File: src/core/sequencer_defs.svh
// offsets, field positions, reset values and timing counts of the sequencer
`ifndef SEQUENCER_DEFS_SVH
`define SEQUENCER_DEFS_SVH

// clock rate in kHz, 20 MHz core clock
`define CLK_KHZ 20000

// register offsets
`define REG_FAULT_ADDR 8'h01
`define REG_STATUS_ADDR 8'h02
`define REG_CTRL_ADDR 8'h04
`define REG_SHDN_ADDR 8'h05
`define REG_RESET_ADDR 8'h06

// software reset code, value is arbitrary
`define RESET_CODE 8'hC5

// status register fields
`define ST_READY_BIT 0
`define ST_UVLO_BIT 1
`define ST_OT_BIT 2

// fault register fields
`define FLT_UVLO_BIT 1
`define FLT_OT_BIT 2

// control and shutdown register fields
`define CTRL_EN_BIT 0
`define SHDN_SEL_LSB 0
`define SHDN_SEL_MSB 1
`define SHDN_RAMP_BIT 2

// discharge select codes
`define SEL_OPEN 2'h0
`define SEL_50R 2'h1
`define SEL_100R 2'h2
`define SEL_200R 2'h3
`define SHDN_SEL_RST `SEL_100R
`define SHDN_RAMP_RST 1'b0

// times in their own units
`define SCL_LOW_MS 100
`define FAULT_WAIT_MS 20
`define SOFT_START_US 520
`define PD_DELAY_US 2
`define HOST_SETTLE_US 20

// times as clock cycles
`define SCL_LOW_CYC (`SCL_LOW_MS * `CLK_KHZ)
`define FAULT_WAIT_CYC (`FAULT_WAIT_MS * `CLK_KHZ)
`define SOFT_START_CYC ((`SOFT_START_US * `CLK_KHZ + 999) / 1000)
`define PD_DELAY_CYC ((`PD_DELAY_US * `CLK_KHZ) / 1000)

`endif

File: src/core/sequencer_pkg.sv
// types shared by the sequencer files
package sequencer_pkg;

    typedef enum logic [1:0] {
        ST_RESET,
        ST_IDLE,
        ST_ACTIVE
    } state_type;

    typedef logic [7:0] reg_byte_type;

endpackage : sequencer_pkg

File: src/core/interval_timer.sv
// one-shot down counter with busy level and expiry pulse
`timescale 1ns/1ps

module interval_timer #(
    parameter int CNT_W = 21
) (
    input wire logic clock_i,
    input wire logic rst_n_i,
    input wire logic start_i,
    input wire logic stop_i,
    input wire logic [CNT_W-1:0] count_i,
    output logic busy_o,
    output logic done_o
);

    logic [CNT_W-1:0] cnt_q;

    // start wins over stop so a restart in the same cycle is never lost
    always_ff @(posedge clock_i) begin
        if (!rst_n_i) begin
            cnt_q <= '0;
            busy_o <= 1'b0;
        end else if (start_i) begin
            cnt_q <= count_i;
            busy_o <= 1'b1;
        end else if (stop_i) begin
            busy_o <= 1'b0;
        end else if (busy_o) begin
            cnt_q <= cnt_q - 1'b1;
            if (cnt_q <= 1) begin
                busy_o <= 1'b0;
            end
        end
    end

    always_ff @(posedge clock_i) begin
        if (!rst_n_i) begin
            done_o <= 1'b0;
        end else begin
            done_o <= busy_o && !start_i && !stop_i && (cnt_q <= 1);
        end
    end

endmodule : interval_timer

File: src/core/regulator_state_sequencer.sv
// reset, idle and active sequencing of the step-down regulator control core
`timescale 1ns/1ps
`include "sequencer_defs.svh"
// Contract
// - after reset stay in Reset while clock low
// - Reset holds defaults, no register access
// - reset code or long clock low enters Reset
// - software reset passes Reset briefly into Idle
// - clock-low reset powers down housekeeping, waits
// - ready after housekeeping stable, enable to Active
// - Idle: access allowed, comparator armed, ready
// - low input entering Idle raises undervoltage fault
// - fault entry to Idle waits 20 ms
// - enable during fault is cleared at once
// - falling undervoltage in Active returns to Idle
// - over-temperature in Active returns to Idle
// - status follows condition, fault sticky until read
// - enable starts soft-start ramp of 520 us
// - disable tristates, discharges unless select 00
// - pull-down on within 2 us of disable
// - select picks 50, 100, 200 ohm or open
// - ramp discharge bit pulls down on falling steps

module regulator_state_sequencer #(
    parameter int SCL_LOW_CYCLES = `SCL_LOW_CYC,
    parameter int FAULT_WAIT_CYCLES = `FAULT_WAIT_CYC,
    parameter int SOFT_START_CYCLES = `SOFT_START_CYC,
    parameter int CNT_W = 21
) (
    input wire logic clock_i,
    input wire logic rst_n_i,
    input wire logic scl_i,
    input wire logic vin_above_rise_i,
    input wire logic vin_below_fall_i,
    input wire logic over_temp_i,
    input wire logic hk_stable_i,
    input wire logic dvs_falling_i,
    input wire logic reg_wr_i,
    input wire logic reg_rd_i,
    input wire logic [7:0] reg_addr_i,
    input wire logic [7:0] reg_wdata_i,
    output logic [7:0] reg_rdata_o,
    output logic reg_rvalid_o,
    output logic [1:0] state_o,
    output logic ready_o,
    output logic hk_power_o,
    output logic uvlo_arm_o,
    output logic buck_en_o,
    output logic soft_start_o,
    output logic pulldown_en_o,
    output logic [1:0] pulldown_sel_o
);

    localparam int NSYNC = 5;
    localparam int PD_COUNT = `PD_DELAY_CYC - 2;

    // asynchronous inputs: three flops, accepted once stages two and three agree
    logic [NSYNC-1:0] raw_in;
    logic [NSYNC-1:0] filt;

    assign raw_in = {hk_stable_i, over_temp_i, vin_below_fall_i, vin_above_rise_i, scl_i};

    genvar gi;
    generate
        for (gi = 0; gi < NSYNC; gi++) begin : g_sync
            logic meta_q;
            logic s2_q;
            logic s3_q;
            logic f_q;
            always_ff @(posedge clock_i) begin
                if (!rst_n_i) begin
                    meta_q <= 1'b0;
                    s2_q <= 1'b0;
                    s3_q <= 1'b0;
                    f_q <= 1'b0;
                end else begin
                    meta_q <= raw_in[gi];
                    s2_q <= meta_q;
                    s3_q <= s2_q;
                    if (s2_q == s3_q) begin
                        f_q <= s3_q;
                    end
                end
            end
            assign filt[gi] = f_q;
        end
    endgenerate

    logic scl_high;
    logic vin_ok;
    logic vin_low;
    logic hot;
    logic hk_ok;

    assign scl_high = filt[0];
    assign vin_ok = filt[1];
    assign vin_low = filt[2];
    assign hot = filt[3];
    assign hk_ok = filt[4];

    sequencer_pkg::state_type state_q;
    sequencer_pkg::state_type state_d;

    logic sw_pend_q;
    logic enter_idle_q;
    logic hk_on_q;
    logic en_q;
    logic [1:0] sel_q;
    logic ramp_q;
    logic uvlo_fault_q;
    logic ot_fault_q;
    logic ready_q;
    logic pd_on_q;
    logic scl_busy;
    logic scl_expired;
    logic wait_busy;
    logic ss_busy;
    logic pd_done;

    // register access decode; nothing is taken while in Reset
    logic regs_open;
    logic wr_ok;
    logic wr_ctrl;
    logic en_req;
    logic dis_req;
    logic sw_rst;
    logic rd_fault;
    logic uvlo_cond;
    logic leave_active;
    logic enter_active;
    logic fault_to_idle;

    assign regs_open = (state_q != sequencer_pkg::ST_RESET);
    assign wr_ok = reg_wr_i && regs_open;
    assign wr_ctrl = wr_ok && (reg_addr_i == `REG_CTRL_ADDR);
    assign en_req = wr_ctrl && reg_wdata_i[`CTRL_EN_BIT];
    assign dis_req = wr_ctrl && !reg_wdata_i[`CTRL_EN_BIT];
    assign sw_rst = wr_ok && (reg_addr_i == `REG_RESET_ADDR) && (reg_wdata_i == `RESET_CODE);
    assign rd_fault = reg_rd_i && regs_open && (reg_addr_i == `REG_FAULT_ADDR);

    // idle checks the rising threshold, active only the falling one
    assign uvlo_cond = regs_open &&
        ((state_q == sequencer_pkg::ST_ACTIVE) ? vin_low : !vin_ok);

    assign leave_active = (state_q == sequencer_pkg::ST_ACTIVE) &&
        (state_d != sequencer_pkg::ST_ACTIVE);
    assign enter_active = (state_q != sequencer_pkg::ST_ACTIVE) &&
        (state_d == sequencer_pkg::ST_ACTIVE);
    assign fault_to_idle = (leave_active && (state_d == sequencer_pkg::ST_IDLE) &&
        (uvlo_cond || hot)) || (enter_idle_q && (!vin_ok || hot));

    always_comb begin
        state_d = state_q;
        case (state_q)
            sequencer_pkg::ST_RESET: begin
                if (sw_pend_q || scl_high) begin
                    state_d = sequencer_pkg::ST_IDLE;
                end
            end
            sequencer_pkg::ST_IDLE: begin
                if (sw_rst || scl_expired) begin
                    state_d = sequencer_pkg::ST_RESET;
                end else if (en_req && !uvlo_cond && !hot) begin
                    state_d = sequencer_pkg::ST_ACTIVE;
                end
            end
            sequencer_pkg::ST_ACTIVE: begin
                if (sw_rst || scl_expired) begin
                    state_d = sequencer_pkg::ST_RESET;
                end else if (dis_req || uvlo_cond || hot) begin
                    state_d = sequencer_pkg::ST_IDLE;
                end
            end
            default: begin
                state_d = sequencer_pkg::ST_RESET;
            end
        endcase
    end

    always_ff @(posedge clock_i) begin
        if (!rst_n_i) begin
            state_q <= sequencer_pkg::ST_RESET;
            state_o <= 2'h0;
            uvlo_arm_o <= 1'b0;
        end else begin
            state_q <= state_d;
            state_o <= 2'(state_d);
            uvlo_arm_o <= (state_d != sequencer_pkg::ST_RESET);
        end
    end

    // software reset only lingers in Reset for the one clearing cycle
    always_ff @(posedge clock_i) begin
        if (!rst_n_i) begin
            sw_pend_q <= 1'b0;
        end else begin
            sw_pend_q <= sw_rst;
        end
    end

    always_ff @(posedge clock_i) begin
        if (!rst_n_i) begin
            enter_idle_q <= 1'b0;
        end else begin
            enter_idle_q <= (state_q == sequencer_pkg::ST_RESET) &&
                (state_d == sequencer_pkg::ST_IDLE);
        end
    end

    // housekeeping stays off through a clock-low reset until the line is released
    always_ff @(posedge clock_i) begin
        if (!rst_n_i) begin
            hk_on_q <= 1'b1;
        end else if (scl_expired && regs_open) begin
            hk_on_q <= 1'b0;
        end else if (state_q == sequencer_pkg::ST_RESET && scl_high) begin
            hk_on_q <= 1'b1;
        end
    end

    assign hk_power_o = hk_on_q;

    // the enable bit mirrors Active; a rejected write of 1 never sticks
    always_ff @(posedge clock_i) begin
        if (!rst_n_i) begin
            en_q <= 1'b0;
            buck_en_o <= 1'b0;
        end else begin
            en_q <= (state_d == sequencer_pkg::ST_ACTIVE);
            buck_en_o <= (state_d == sequencer_pkg::ST_ACTIVE);
        end
    end

    always_ff @(posedge clock_i) begin
        if (!rst_n_i || !regs_open) begin
            sel_q <= `SHDN_SEL_RST;
            ramp_q <= `SHDN_RAMP_RST;
        end else if (wr_ok && reg_addr_i == `REG_SHDN_ADDR) begin
            sel_q <= reg_wdata_i[`SHDN_SEL_MSB:`SHDN_SEL_LSB];
            ramp_q <= reg_wdata_i[`SHDN_RAMP_BIT];
        end
    end

    // sticky faults: a new event in the read cycle survives the clear
    always_ff @(posedge clock_i) begin
        if (!rst_n_i || !regs_open) begin
            uvlo_fault_q <= 1'b0;
        end else if ((enter_idle_q && !vin_ok) || (en_req && uvlo_cond) ||
            (state_q == sequencer_pkg::ST_ACTIVE && vin_low)) begin
            uvlo_fault_q <= 1'b1;
        end else if (rd_fault) begin
            uvlo_fault_q <= 1'b0;
        end
    end

    always_ff @(posedge clock_i) begin
        if (!rst_n_i || !regs_open) begin
            ot_fault_q <= 1'b0;
        end else if (hot) begin
            ot_fault_q <= 1'b1;
        end else if (rd_fault) begin
            ot_fault_q <= 1'b0;
        end
    end

    // ready stays low through the fault wait even if the fault clears early
    always_ff @(posedge clock_i) begin
        if (!rst_n_i) begin
            ready_q <= 1'b0;
        end else begin
            ready_q <= (state_d != sequencer_pkg::ST_RESET) && hk_ok && hk_on_q &&
                !uvlo_cond && !hot && !wait_busy && !fault_to_idle;
        end
    end

    assign ready_o = ready_q;

    // register read port: one-cycle answer, silent while in Reset
    sequencer_pkg::reg_byte_type rd_d;

    always_comb begin
        rd_d = 8'h00;
        case (reg_addr_i)
            `REG_FAULT_ADDR: begin
                rd_d[`FLT_UVLO_BIT] = uvlo_fault_q;
                rd_d[`FLT_OT_BIT] = ot_fault_q;
            end
            `REG_STATUS_ADDR: begin
                rd_d[`ST_READY_BIT] = ready_q;
                rd_d[`ST_UVLO_BIT] = uvlo_cond;
                rd_d[`ST_OT_BIT] = hot;
            end
            `REG_CTRL_ADDR: begin
                rd_d[`CTRL_EN_BIT] = en_q;
            end
            `REG_SHDN_ADDR: begin
                rd_d[`SHDN_SEL_MSB:`SHDN_SEL_LSB] = sel_q;
                rd_d[`SHDN_RAMP_BIT] = ramp_q;
            end
            default: begin
                rd_d = 8'h00;
            end
        endcase
    end

    always_ff @(posedge clock_i) begin
        if (!rst_n_i) begin
            reg_rdata_o <= 8'h00;
            reg_rvalid_o <= 1'b0;
        end else begin
            reg_rvalid_o <= reg_rd_i && regs_open;
            if (reg_rd_i && regs_open) begin
                reg_rdata_o <= rd_d;
            end
        end
    end

    // a glitch-free high level of the clock line reloads the low timer
    interval_timer #(.CNT_W(CNT_W)) u_scl_timer (
        .clock_i(clock_i),
        .rst_n_i(rst_n_i),
        .start_i(regs_open && !scl_high && !scl_busy),
        .stop_i(scl_high || !regs_open),
        .count_i(CNT_W'(SCL_LOW_CYCLES)),
        .busy_o(scl_busy),
        .done_o(scl_expired)
    );

    interval_timer #(.CNT_W(CNT_W)) u_fault_wait (
        .clock_i(clock_i),
        .rst_n_i(rst_n_i),
        .start_i(fault_to_idle),
        .stop_i(!regs_open),
        .count_i(CNT_W'(FAULT_WAIT_CYCLES)),
        .busy_o(wait_busy),
        .done_o()
    );

    // soft-start runs only while Active; leaving early abandons the ramp
    interval_timer #(.CNT_W(CNT_W)) u_soft_start (
        .clock_i(clock_i),
        .rst_n_i(rst_n_i),
        .start_i(enter_active),
        .stop_i(leave_active),
        .count_i(CNT_W'(SOFT_START_CYCLES)),
        .busy_o(ss_busy),
        .done_o()
    );

    assign soft_start_o = ss_busy;

    interval_timer #(.CNT_W(CNT_W)) u_pd_delay (
        .clock_i(clock_i),
        .rst_n_i(rst_n_i),
        .start_i(leave_active),
        .stop_i(enter_active),
        .count_i(CNT_W'(PD_COUNT)),
        .busy_o(),
        .done_o(pd_done)
    );

    always_ff @(posedge clock_i) begin
        if (!rst_n_i) begin
            pd_on_q <= 1'b0;
        end else if (enter_active) begin
            pd_on_q <= 1'b0;
        end else if (pd_done) begin
            pd_on_q <= 1'b1;
        end
    end

    // select 00 means open: no internal discharge, output left to the load
    always_ff @(posedge clock_i) begin
        if (!rst_n_i) begin
            pulldown_en_o <= 1'b0;
            pulldown_sel_o <= `SHDN_SEL_RST;
        end else begin
            pulldown_sel_o <= sel_q;
            pulldown_en_o <= (sel_q != `SEL_OPEN) && (pd_on_q ||
                (ramp_q && dvs_falling_i && state_q == sequencer_pkg::ST_ACTIVE));
        end
    end

endmodule : regulator_state_sequencer

File: config.mk
export PLATFORM = sky130hd
export DESIGN_NAME = regulator_state_sequencer
export DESIGN_NICKNAME = d
export VERILOG_FILES = /design/src/core/sequencer_pkg.sv /design/src/core/interval_timer.sv /design/src/core/regulator_state_sequencer.sv
export VERILOG_INCLUDE_DIRS = /design/src /design/src/core
export SDC_FILE = /design/constraint.sdc
export NUM_CORES = 1
export LEC_CHECK = 0
export BUFFER_PORTS_ARGS = -buffer_cell sky130_fd_sc_hd__buf_2
export CAP_MARGIN = 20
export CORE_MARGIN = 2
export CORE_UTILIZATION = 41
export CTS_CLUSTER_SIZE = 20
export DETAILED_ROUTE_END_ITERATION = 8
export PLACE_DENSITY_LB_ADDON = 0.12
export SLEW_MARGIN = 0
export SYNTH_ARGS = -nofsm -noshare
export SYNTH_HDL_FRONTEND = slang
export SYNTH_SLANG_ARGS = --single-unit
File: constraint.sdc
create_clock -name clock_i -period 2.9 [get_ports clock_i]
set_input_delay 0.58 -clock clock_i [delete_from_list [all_inputs] [get_ports clock_i]]
set_output_delay 0.58 -clock clock_i [all_outputs]
set_load 0.05 [all_outputs]
==> PnR_summary.wiki, run 1 <==
{| class="wikitable"
! Metric !! Value
|-
| Status || finished, final reports clean
|-
| P per Cell Area || 589 nW/um^2
|-
| Synthesis-to-finish area growth || 17.9%
|-
| Post-CTS setup repair buffer count || 0
|-
| Last weighted congestion value of the routability-driven placer || 0.884
|-
| Drt first-iter violations || 346
|-
| Cell area after synthesis || 5780 sq um
|-
| Net Sw Frac || 0.217
|-
| Setup skew after layout || 0.00602 ns
|-
| Synth cell types || 60
|-
| Root Driver || sky130_fd_sc_hd__clkbuf_16
|-
| #FFs+latches synth || 131
|-
| Period utilisation layout || 0.958
|-
| Number of CTS-inserted buffers || 17
|-
| Total routing usage reported by global routing || 0.186
|-
| H-tree level count || 4
|-
| Core utilization of the finished layout || 0.493
|-
| Leakage power || 2.67 nW
|-
| Antenna violations before repair || 0
|-
| Async S/R FF share, synth || 0
|-
| DR vias || 4893
|-
| Clock edge transition at the registers on the reported setup and hold paths || 0.06 ns
|-
| First-pass iteration count of the detailed router || 4
|-
| Starting density of the core || 0.418
|-
| Critical path startpoint category || flop
|-
| Cts hold-fix bufs || 0
|-
| Number of buffers on the longest clock path || 2
|-
| Path depth of the worst reg2reg path || 6
|-
| Total inserted antenna cells || 0
|-
| Final global-route overflow total || 0
|-
| P_int || 3.14 mW
|-
| Final sum of negative setup slack || 0 ns
|-
| Max-slew violation count || 0
|-
| Fin area || 6820 sq um
|-
| Most frequent cells in the layout || 131 x sky130_fd_sc_hd__dfxtp_1, 93 x sky130_fd_sc_hd__nor2_1, 52 x sky130_fd_sc_hd__a21oi_1, 41 x sky130_fd_sc_hd__nand2_1
|-
| Top cell type's share of synthesized area || 0.453
|-
| Sequential cell fraction of total power || 0.452
|-
| Pin count of the biggest net entering global routing || 38
|-
| Chip Height || 123 um
|-
| Worst min-delay path category || input port to flop
|-
| Count of input and output buffers || 39
|-
| Number of failing hold endpoints at the final stage || 0
|-
| Final wirelength || 12.9 mm
|-
| Die extent in x || 123 um
|-
| Total die area || 15100 sq um
|-
| First-pass GRT wire length || 22.0 mm
|-
| Wirelength per Cell || 14.2 um
|-
| Top area cells in the synthesized netlist || sky130_fd_sc_hd__dfxtp_1 45%, sky130_fd_sc_hd__nor2_1 6.0%, sky130_fd_sc_hd__xnor2_1 5.9%
|-
| Proportion of synthesized chip area in sequential cells || 0.453
|-
| Primary FF master, synth || sky130_fd_sc_hd__dfxtp_1
|-
| Post-detailed-route via-to-cell ratio || 5.36
|-
| Synth Warn # || 0
|-
| Overall power consumption || 4.02 mW
|-
| Startpoint-to-endpoint class of the critical path || flop to flop
|-
| Leading cell type in the layout, fill and taps excluded || sky130_fd_sc_hd__dfxtp_1
|-
| Filler Cell Count || 1343
|-
| Placed wire-length estimate after detailed placement || 9.02 mm
|-
| Post-synth top area cell || sky130_fd_sc_hd__dfxtp_1
|-
| Ports || 45
|-
| Critical path data arrival time || 3.13 ns
|-
| Source-to-sink clock delay at the later pin of the worst-skew pair || 0.42 ns
|-
| Fraction of final layout cells sized beyond drive strength 1 || 0.139
|-
| Via count of the first global-routing pass || 4644
|-
| Psw || 873 uW
|-
| Worst vdd ir || 0.000398 V
|-
| Element type at the critical path end || flop
|-
| Post-synth EDFFs || 0
|-
| Post-layout minimum cycle time || 2.78 ns
|-
| Post-cts sizing count || 0
|-
| Number of cell rows || 43
|-
| Crit Path Max Fanout || 8
|-
| Nets@finish || 754
|-
| Setup repair after global routing missed its margin || no
|-
| # DRC || 0
|-
| Syn Inst Count || 669
|-
| Number of max-cap violations || 0
|-
| Synthesized area per cell || 8.65 sq um
|-
| Clock group share of total power || 0.523
|-
| # clock sinks || 131
|-
| Core Box Area || 13800 sq um
|-
| Hold Path Cell Cnt || 2
|-
| Least-Margin Pin Slew || 0.757 ns
|-
| Relative max-transition margin || 0.495
|-
| Setup-failing EPs final || 0
|-
| Post-route ant nets || 0
|-
| Worst EP required || 3.26 ns
|-
| TritonCTS clock tree || yes
|-
| Total cell area at the placement stage || 6230 sq um
|-
| Logic gate share of total power || 0.025
|-
| Max Clock Freq || 360 MHz
|}
[worst max-delay path: stages, from the launching register on]
cell                      delay, ns
sky130_fd_sc_hd__dfxtp_1       0.34
sky130_fd_sc_hd__or4_4         0.55
sky130_fd_sc_hd__or3_4         0.35
sky130_fd_sc_hd__or3_1         0.38
sky130_fd_sc_hd__or4_1         0.54
sky130_fd_sc_hd__or4_1         0.43
sky130_fd_sc_hd__a21oi_1       0.14
[cells in the mapped netlist, types with 4 or more instances]
master	instances
sky130_fd_sc_hd__a211oi_1	9
sky130_fd_sc_hd__nand2b_1	5
sky130_fd_sc_hd__nand3_1	13
sky130_fd_sc_hd__nand2_1	41
sky130_fd_sc_hd__nand3b_1	4
sky130_fd_sc_hd__a31oi_1	5
sky130_fd_sc_hd__o31ai_1	8
sky130_fd_sc_hd__xnor2_1	39
sky130_fd_sc_hd__dfxtp_1	131
sky130_fd_sc_hd__o2111ai_1	4
sky130_fd_sc_hd__or4_1	15
sky130_fd_sc_hd__clkbuf_1	23
sky130_fd_sc_hd__and2_1	17
sky130_fd_sc_hd__a21oi_1	52
sky130_fd_sc_hd__nor4b_1	4
sky130_fd_sc_hd__ha_1	8
sky130_fd_sc_hd__mux2i_1	5
sky130_fd_sc_hd__inv_1	15
sky130_fd_sc_hd__nor3_1	23
sky130_fd_sc_hd__or3_1	26
sky130_fd_sc_hd__buf_4	5
sky130_fd_sc_hd__xor2_1	18
sky130_fd_sc_hd__nor4_1	19
sky130_fd_sc_hd__nor2_1	93
sky130_fd_sc_hd__o21ai_0	25
sky130_fd_sc_hd__o21a_1	5
[logic make-up after synthesis]
| group | synth area share |
|---|---|
| AO/OA/AOI/OAI | 0.145 |
| multiplexers | 0.00865 |
| buffers and inverters | 0.0333 |
| AND/OR/NAND/NOR | 0.255 |
| adder cells (fa/ha/maj) | 0.0173 |
| other | 0.000648 |
| XOR/XNOR | 0.0863 |
| flip-flops | 0.453 |
[cell type report]
cell class              instances  area, sq um  area share
repair buffers                 58          338      0.0496
clock buffers                  19          453      0.0664
well taps                     180          225      0.0330
clock inverters                13          135      0.0198
multi-input cells             496         2980       0.438
flip-flops and latches        131         2620       0.385
inverters                      16         60.1     0.00881
[metrics by stage]
stage	setup WS, ns	hold slack [ns]	cells
floorplan	0.155	0.411	673
global placement	0.168	0.415	881
detailed placement	0.123	0.419	881
CTS	0.116	0.351	913
global route	0.0262	0.360	913
finish	0.120	0.364	913
[final timing paths]
check                                          from              endpoint  slack (ns)
worst max register to register  u_pd_delay.cnt_q[6]  u_pd_delay.cnt_q[17]        0.12
worst max-delay path            u_pd_delay.cnt_q[6]  u_pd_delay.cnt_q[17]        0.12
worst min register to register     g_sync[0].meta_q        g_sync[0].s2_q        0.43
worst min-delay path               vin_above_rise_i      g_sync[1].meta_q        0.36
[metal layers]
metal  up-vias  GRT usage  part of all wire
met5         -          0                 0
li1       2488          -                 -
met1      2291      0.242              0.48
met3        17     0.0441             0.046
met2        97      0.295              0.46
met4         0     0.0812             0.016
[flip-flops by register name, summed over array words and instances, names as in the netlist, 2 cells and up]
register,flops
u_fault_wait.cnt_q,21
u_pd_delay.cnt_q,21
u_scl_timer.cnt_q,21
u_soft_start.cnt_q,21
g_sync.f_q,5
g_sync.meta_q,5
g_sync.s2_q,5
g_sync.s3_q,5
reg_rdata_o,3
pulldown_sel_o,2
sel_q,2
state_q,2
[power groups by stage]
stage               sequential (mW)  clock, mW  combinational, mW
floorplan                      1.85          0             0.0642
global placement               1.85          0              0.100
CTS                            1.81       2.15              0.102
finish                         1.81       2.10              0.101
detailed placement             1.85          0              0.102
global route                   1.81       2.22              0.112
Power figures use the tool's default switching activity.
==> run 2, diff against run 1 <==
CORE_MARGIN = 10   (was 2)
==> run 2 against run 1 <==
Register-to-register slack gained 0.05 ns. Fmax is 1.7% higher. Sequential power barely moved. Clock skew down 0.0015 ns. Combinational power about the same. Critical path type unchanged.
==> PnR_summary.wiki, run 2 (synthesis gave the netlist of run 1 again) <==
{| class="wikitable"
! Metric !! Value
|-
| Status || finished, final reports clean
|-
| Most frequent cells in the layout || 131 x sky130_fd_sc_hd__dfxtp_1, 93 x sky130_fd_sc_hd__nor2_1, 52 x sky130_fd_sc_hd__a21oi_1, 41 x sky130_fd_sc_hd__nand2_1
|-
| Count of input and output buffers || 39
|-
| Setup-failing EPs final || 0
|-
| Drt first-iter violations || 329
|-
| Crit Path Max Fanout || 8
|-
| Root Driver || sky130_fd_sc_hd__clkbuf_16
|-
| Worst min-delay path category || input port to flop
|-
| Worst vdd ir || 0.000375 V
|-
| Number of cell rows || 43
|-
| Leading cell type in the layout, fill and taps excluded || sky130_fd_sc_hd__dfxtp_1
|-
| Synthesis-to-finish area growth || 18.4%
|-
| Pin count of the biggest net entering global routing || 38
|-
| P per Cell Area || 605 nW/um^2
|-
| Post-detailed-route via-to-cell ratio || 5.31
|-
| # DRC || 0
|-
| Antenna violations before repair || 0
|-
| Non-filler instance count after layout || 911
|-
| Least-Margin Pin Slew || 0.738 ns
|-
| Total die area || 19300 sq um
|-
| Last weighted congestion value of the routability-driven placer || 0.851
|-
| Max-slew violation count || 0
|-
| Ports || 45
|-
| Worst path slowest cell || sky130_fd_sc_hd__or4_4
|-
| Final global-route overflow total || 0
|-
| Final wirelength || 13.6 mm
|-
| First-pass GRT wire length || 22.5 mm
|-
| Via count of the first global-routing pass || 4642
|-
| Element type at the critical path end || flop
|-
| Critical path startpoint category || flop
|-
| Fraction of final layout cells sized beyond drive strength 1 || 0.137
|-
| Number of buffers on the longest clock path || 2
|-
| Total inserted antenna cells || 0
|-
| Die extent in x || 139 um
|-
| Period utilisation layout || 0.943
|-
| Chip Height || 139 um
|-
| DR vias || 4837
|-
| Setup repair after global routing missed its margin || no
|-
| Critical path buffers and inverters || 0
|-
| Core Box Area || 13800 sq um
|-
| H-tree level count || 4
|-
| Critical path data arrival time || 3.08 ns
|-
| Maximum single-stage delay on the critical path || 0.55 ns
|-
| Setup skew after layout || 0.00450 ns
|-
| # clock sinks || 131
|-
| Final sum of negative setup slack || 0 ns
|-
| TritonCTS clock tree || yes
|-
| Total placed cells including tap cells || 881
|-
| Source-to-sink clock delay at the later pin of the worst-skew pair || 0.41 ns
|-
| Series of cell instances along the critical path || or4_4 > or3_4 > or3_1 > or4_4 > or4_1 > a21oi_1
|-
| Cts hold-fix bufs || 0
|-
| Clock edge transition at the registers on the reported setup and hold paths || 0.06 ns
|-
| First-pass iteration count of the detailed router || 4
|-
| Dominant cell type by count on the critical path || sky130_fd_sc_hd__or4_4
|-
| Leakage power || 2.69 nW
|-
| Starting density of the core || 0.418
|-
| Number of CTS-inserted buffers || 17
|-
| Number of max-cap violations || 0
|-
| Wirelength per Cell || 14.9 um
|-
| Number of failing hold endpoints at the final stage || 0
|-
| Max Clock Freq || 366 MHz
|-
| Startpoint-to-endpoint class of the critical path || flop to flop
|-
| Nets@finish || 754
|-
| Total routing usage reported by global routing || 0.139
|-
| Post-layout minimum cycle time || 2.73 ns
|-
| Placed wire-length estimate after detailed placement || 9.62 mm
|-
| Relative max-transition margin || 0.508
|-
| Gate family responsible for the most delay along the worst path || simple AND/OR/NAND/NOR gates
|-
| Post-route ant nets || 0
|-
| Worst EP required || 3.24 ns
|}
-- run 2: cell types whose count changed in the layout (fill, tap and decap cells not counted), sizes merged --
cell      previous run  this run
clkinv               6         3
bufinv               2         4
clkinvlp             5         3
clkbuf              19        20
-- run 2: report_power, final --
group	switching [mW]	internal [mW]
clock	0.761	1.47
combinational	0.0691	0.0318
sequential	0.00451	1.81
-- run 2: worst paths after layout --
check | from | to | slack, ns | depth (start not counted)
setup reg to reg | u_pd_delay.cnt_q[6] | u_pd_delay.cnt_q[17] | 0.17 | 6
hold reg to reg | g_sync[2].meta_q | g_sync[2].s2_q | 0.43 | 1
hold / removal | over_temp_i | g_sync[3].meta_q | 0.37 | 2
setup / recovery | u_pd_delay.cnt_q[6] | u_pd_delay.cnt_q[17] | 0.17 | 6
-- run 2: repair_timing --
action / in CTS / in global routing
gates resized for setup: 0 / 1
endpoints found under the setup margin: 0 / 1
buffers inserted: 0 / 0
-- run 2: per-layer routing --
layer | GRT usage | up-vias | wire (um)
met3 | 0.0366 | 14 | 590
met5 | 0 | - | 0
met4 | 0.0588 | 0 | 150
met1 | 0.177 | 2261 | 6530
li1 | - | 2470 | -
met2 | 0.217 | 92 | 6280
-- run 2: final cells by class --
| type | instances | area (sq um) |
|---|---|---|
| clock buffers | 20 | 457 |
| inverters | 16 | 60.1 |
| fillers | 1313 | 6980 |
| multi-input cells | 496 | 2990 |
| well taps | 180 | 225 |
| flip-flops and latches | 131 | 2620 |
| clock inverters | 10 | 158 |
| repair buffers | 58 | 338 |
-- run 2: stage by stage --
stage | power [mW] | hold slack (ns) | setup slack (ns) | util | instance area, sq um
finish | 4.14 | 0.372 | 0.166 | 0.495 | 6850
global placement | 1.95 | 0.417 | 0.157 | 0.451 | 6230
global route | 4.28 | 0.363 | 0.101 | 0.495 | 6850
floorplan | 1.92 | 0.411 | 0.155 | - | 5800
CTS | 4.19 | 0.359 | 0.0613 | 0.495 | 6840
detailed placement | 1.96 | 0.421 | 0.0741 | 0.451 | 6230
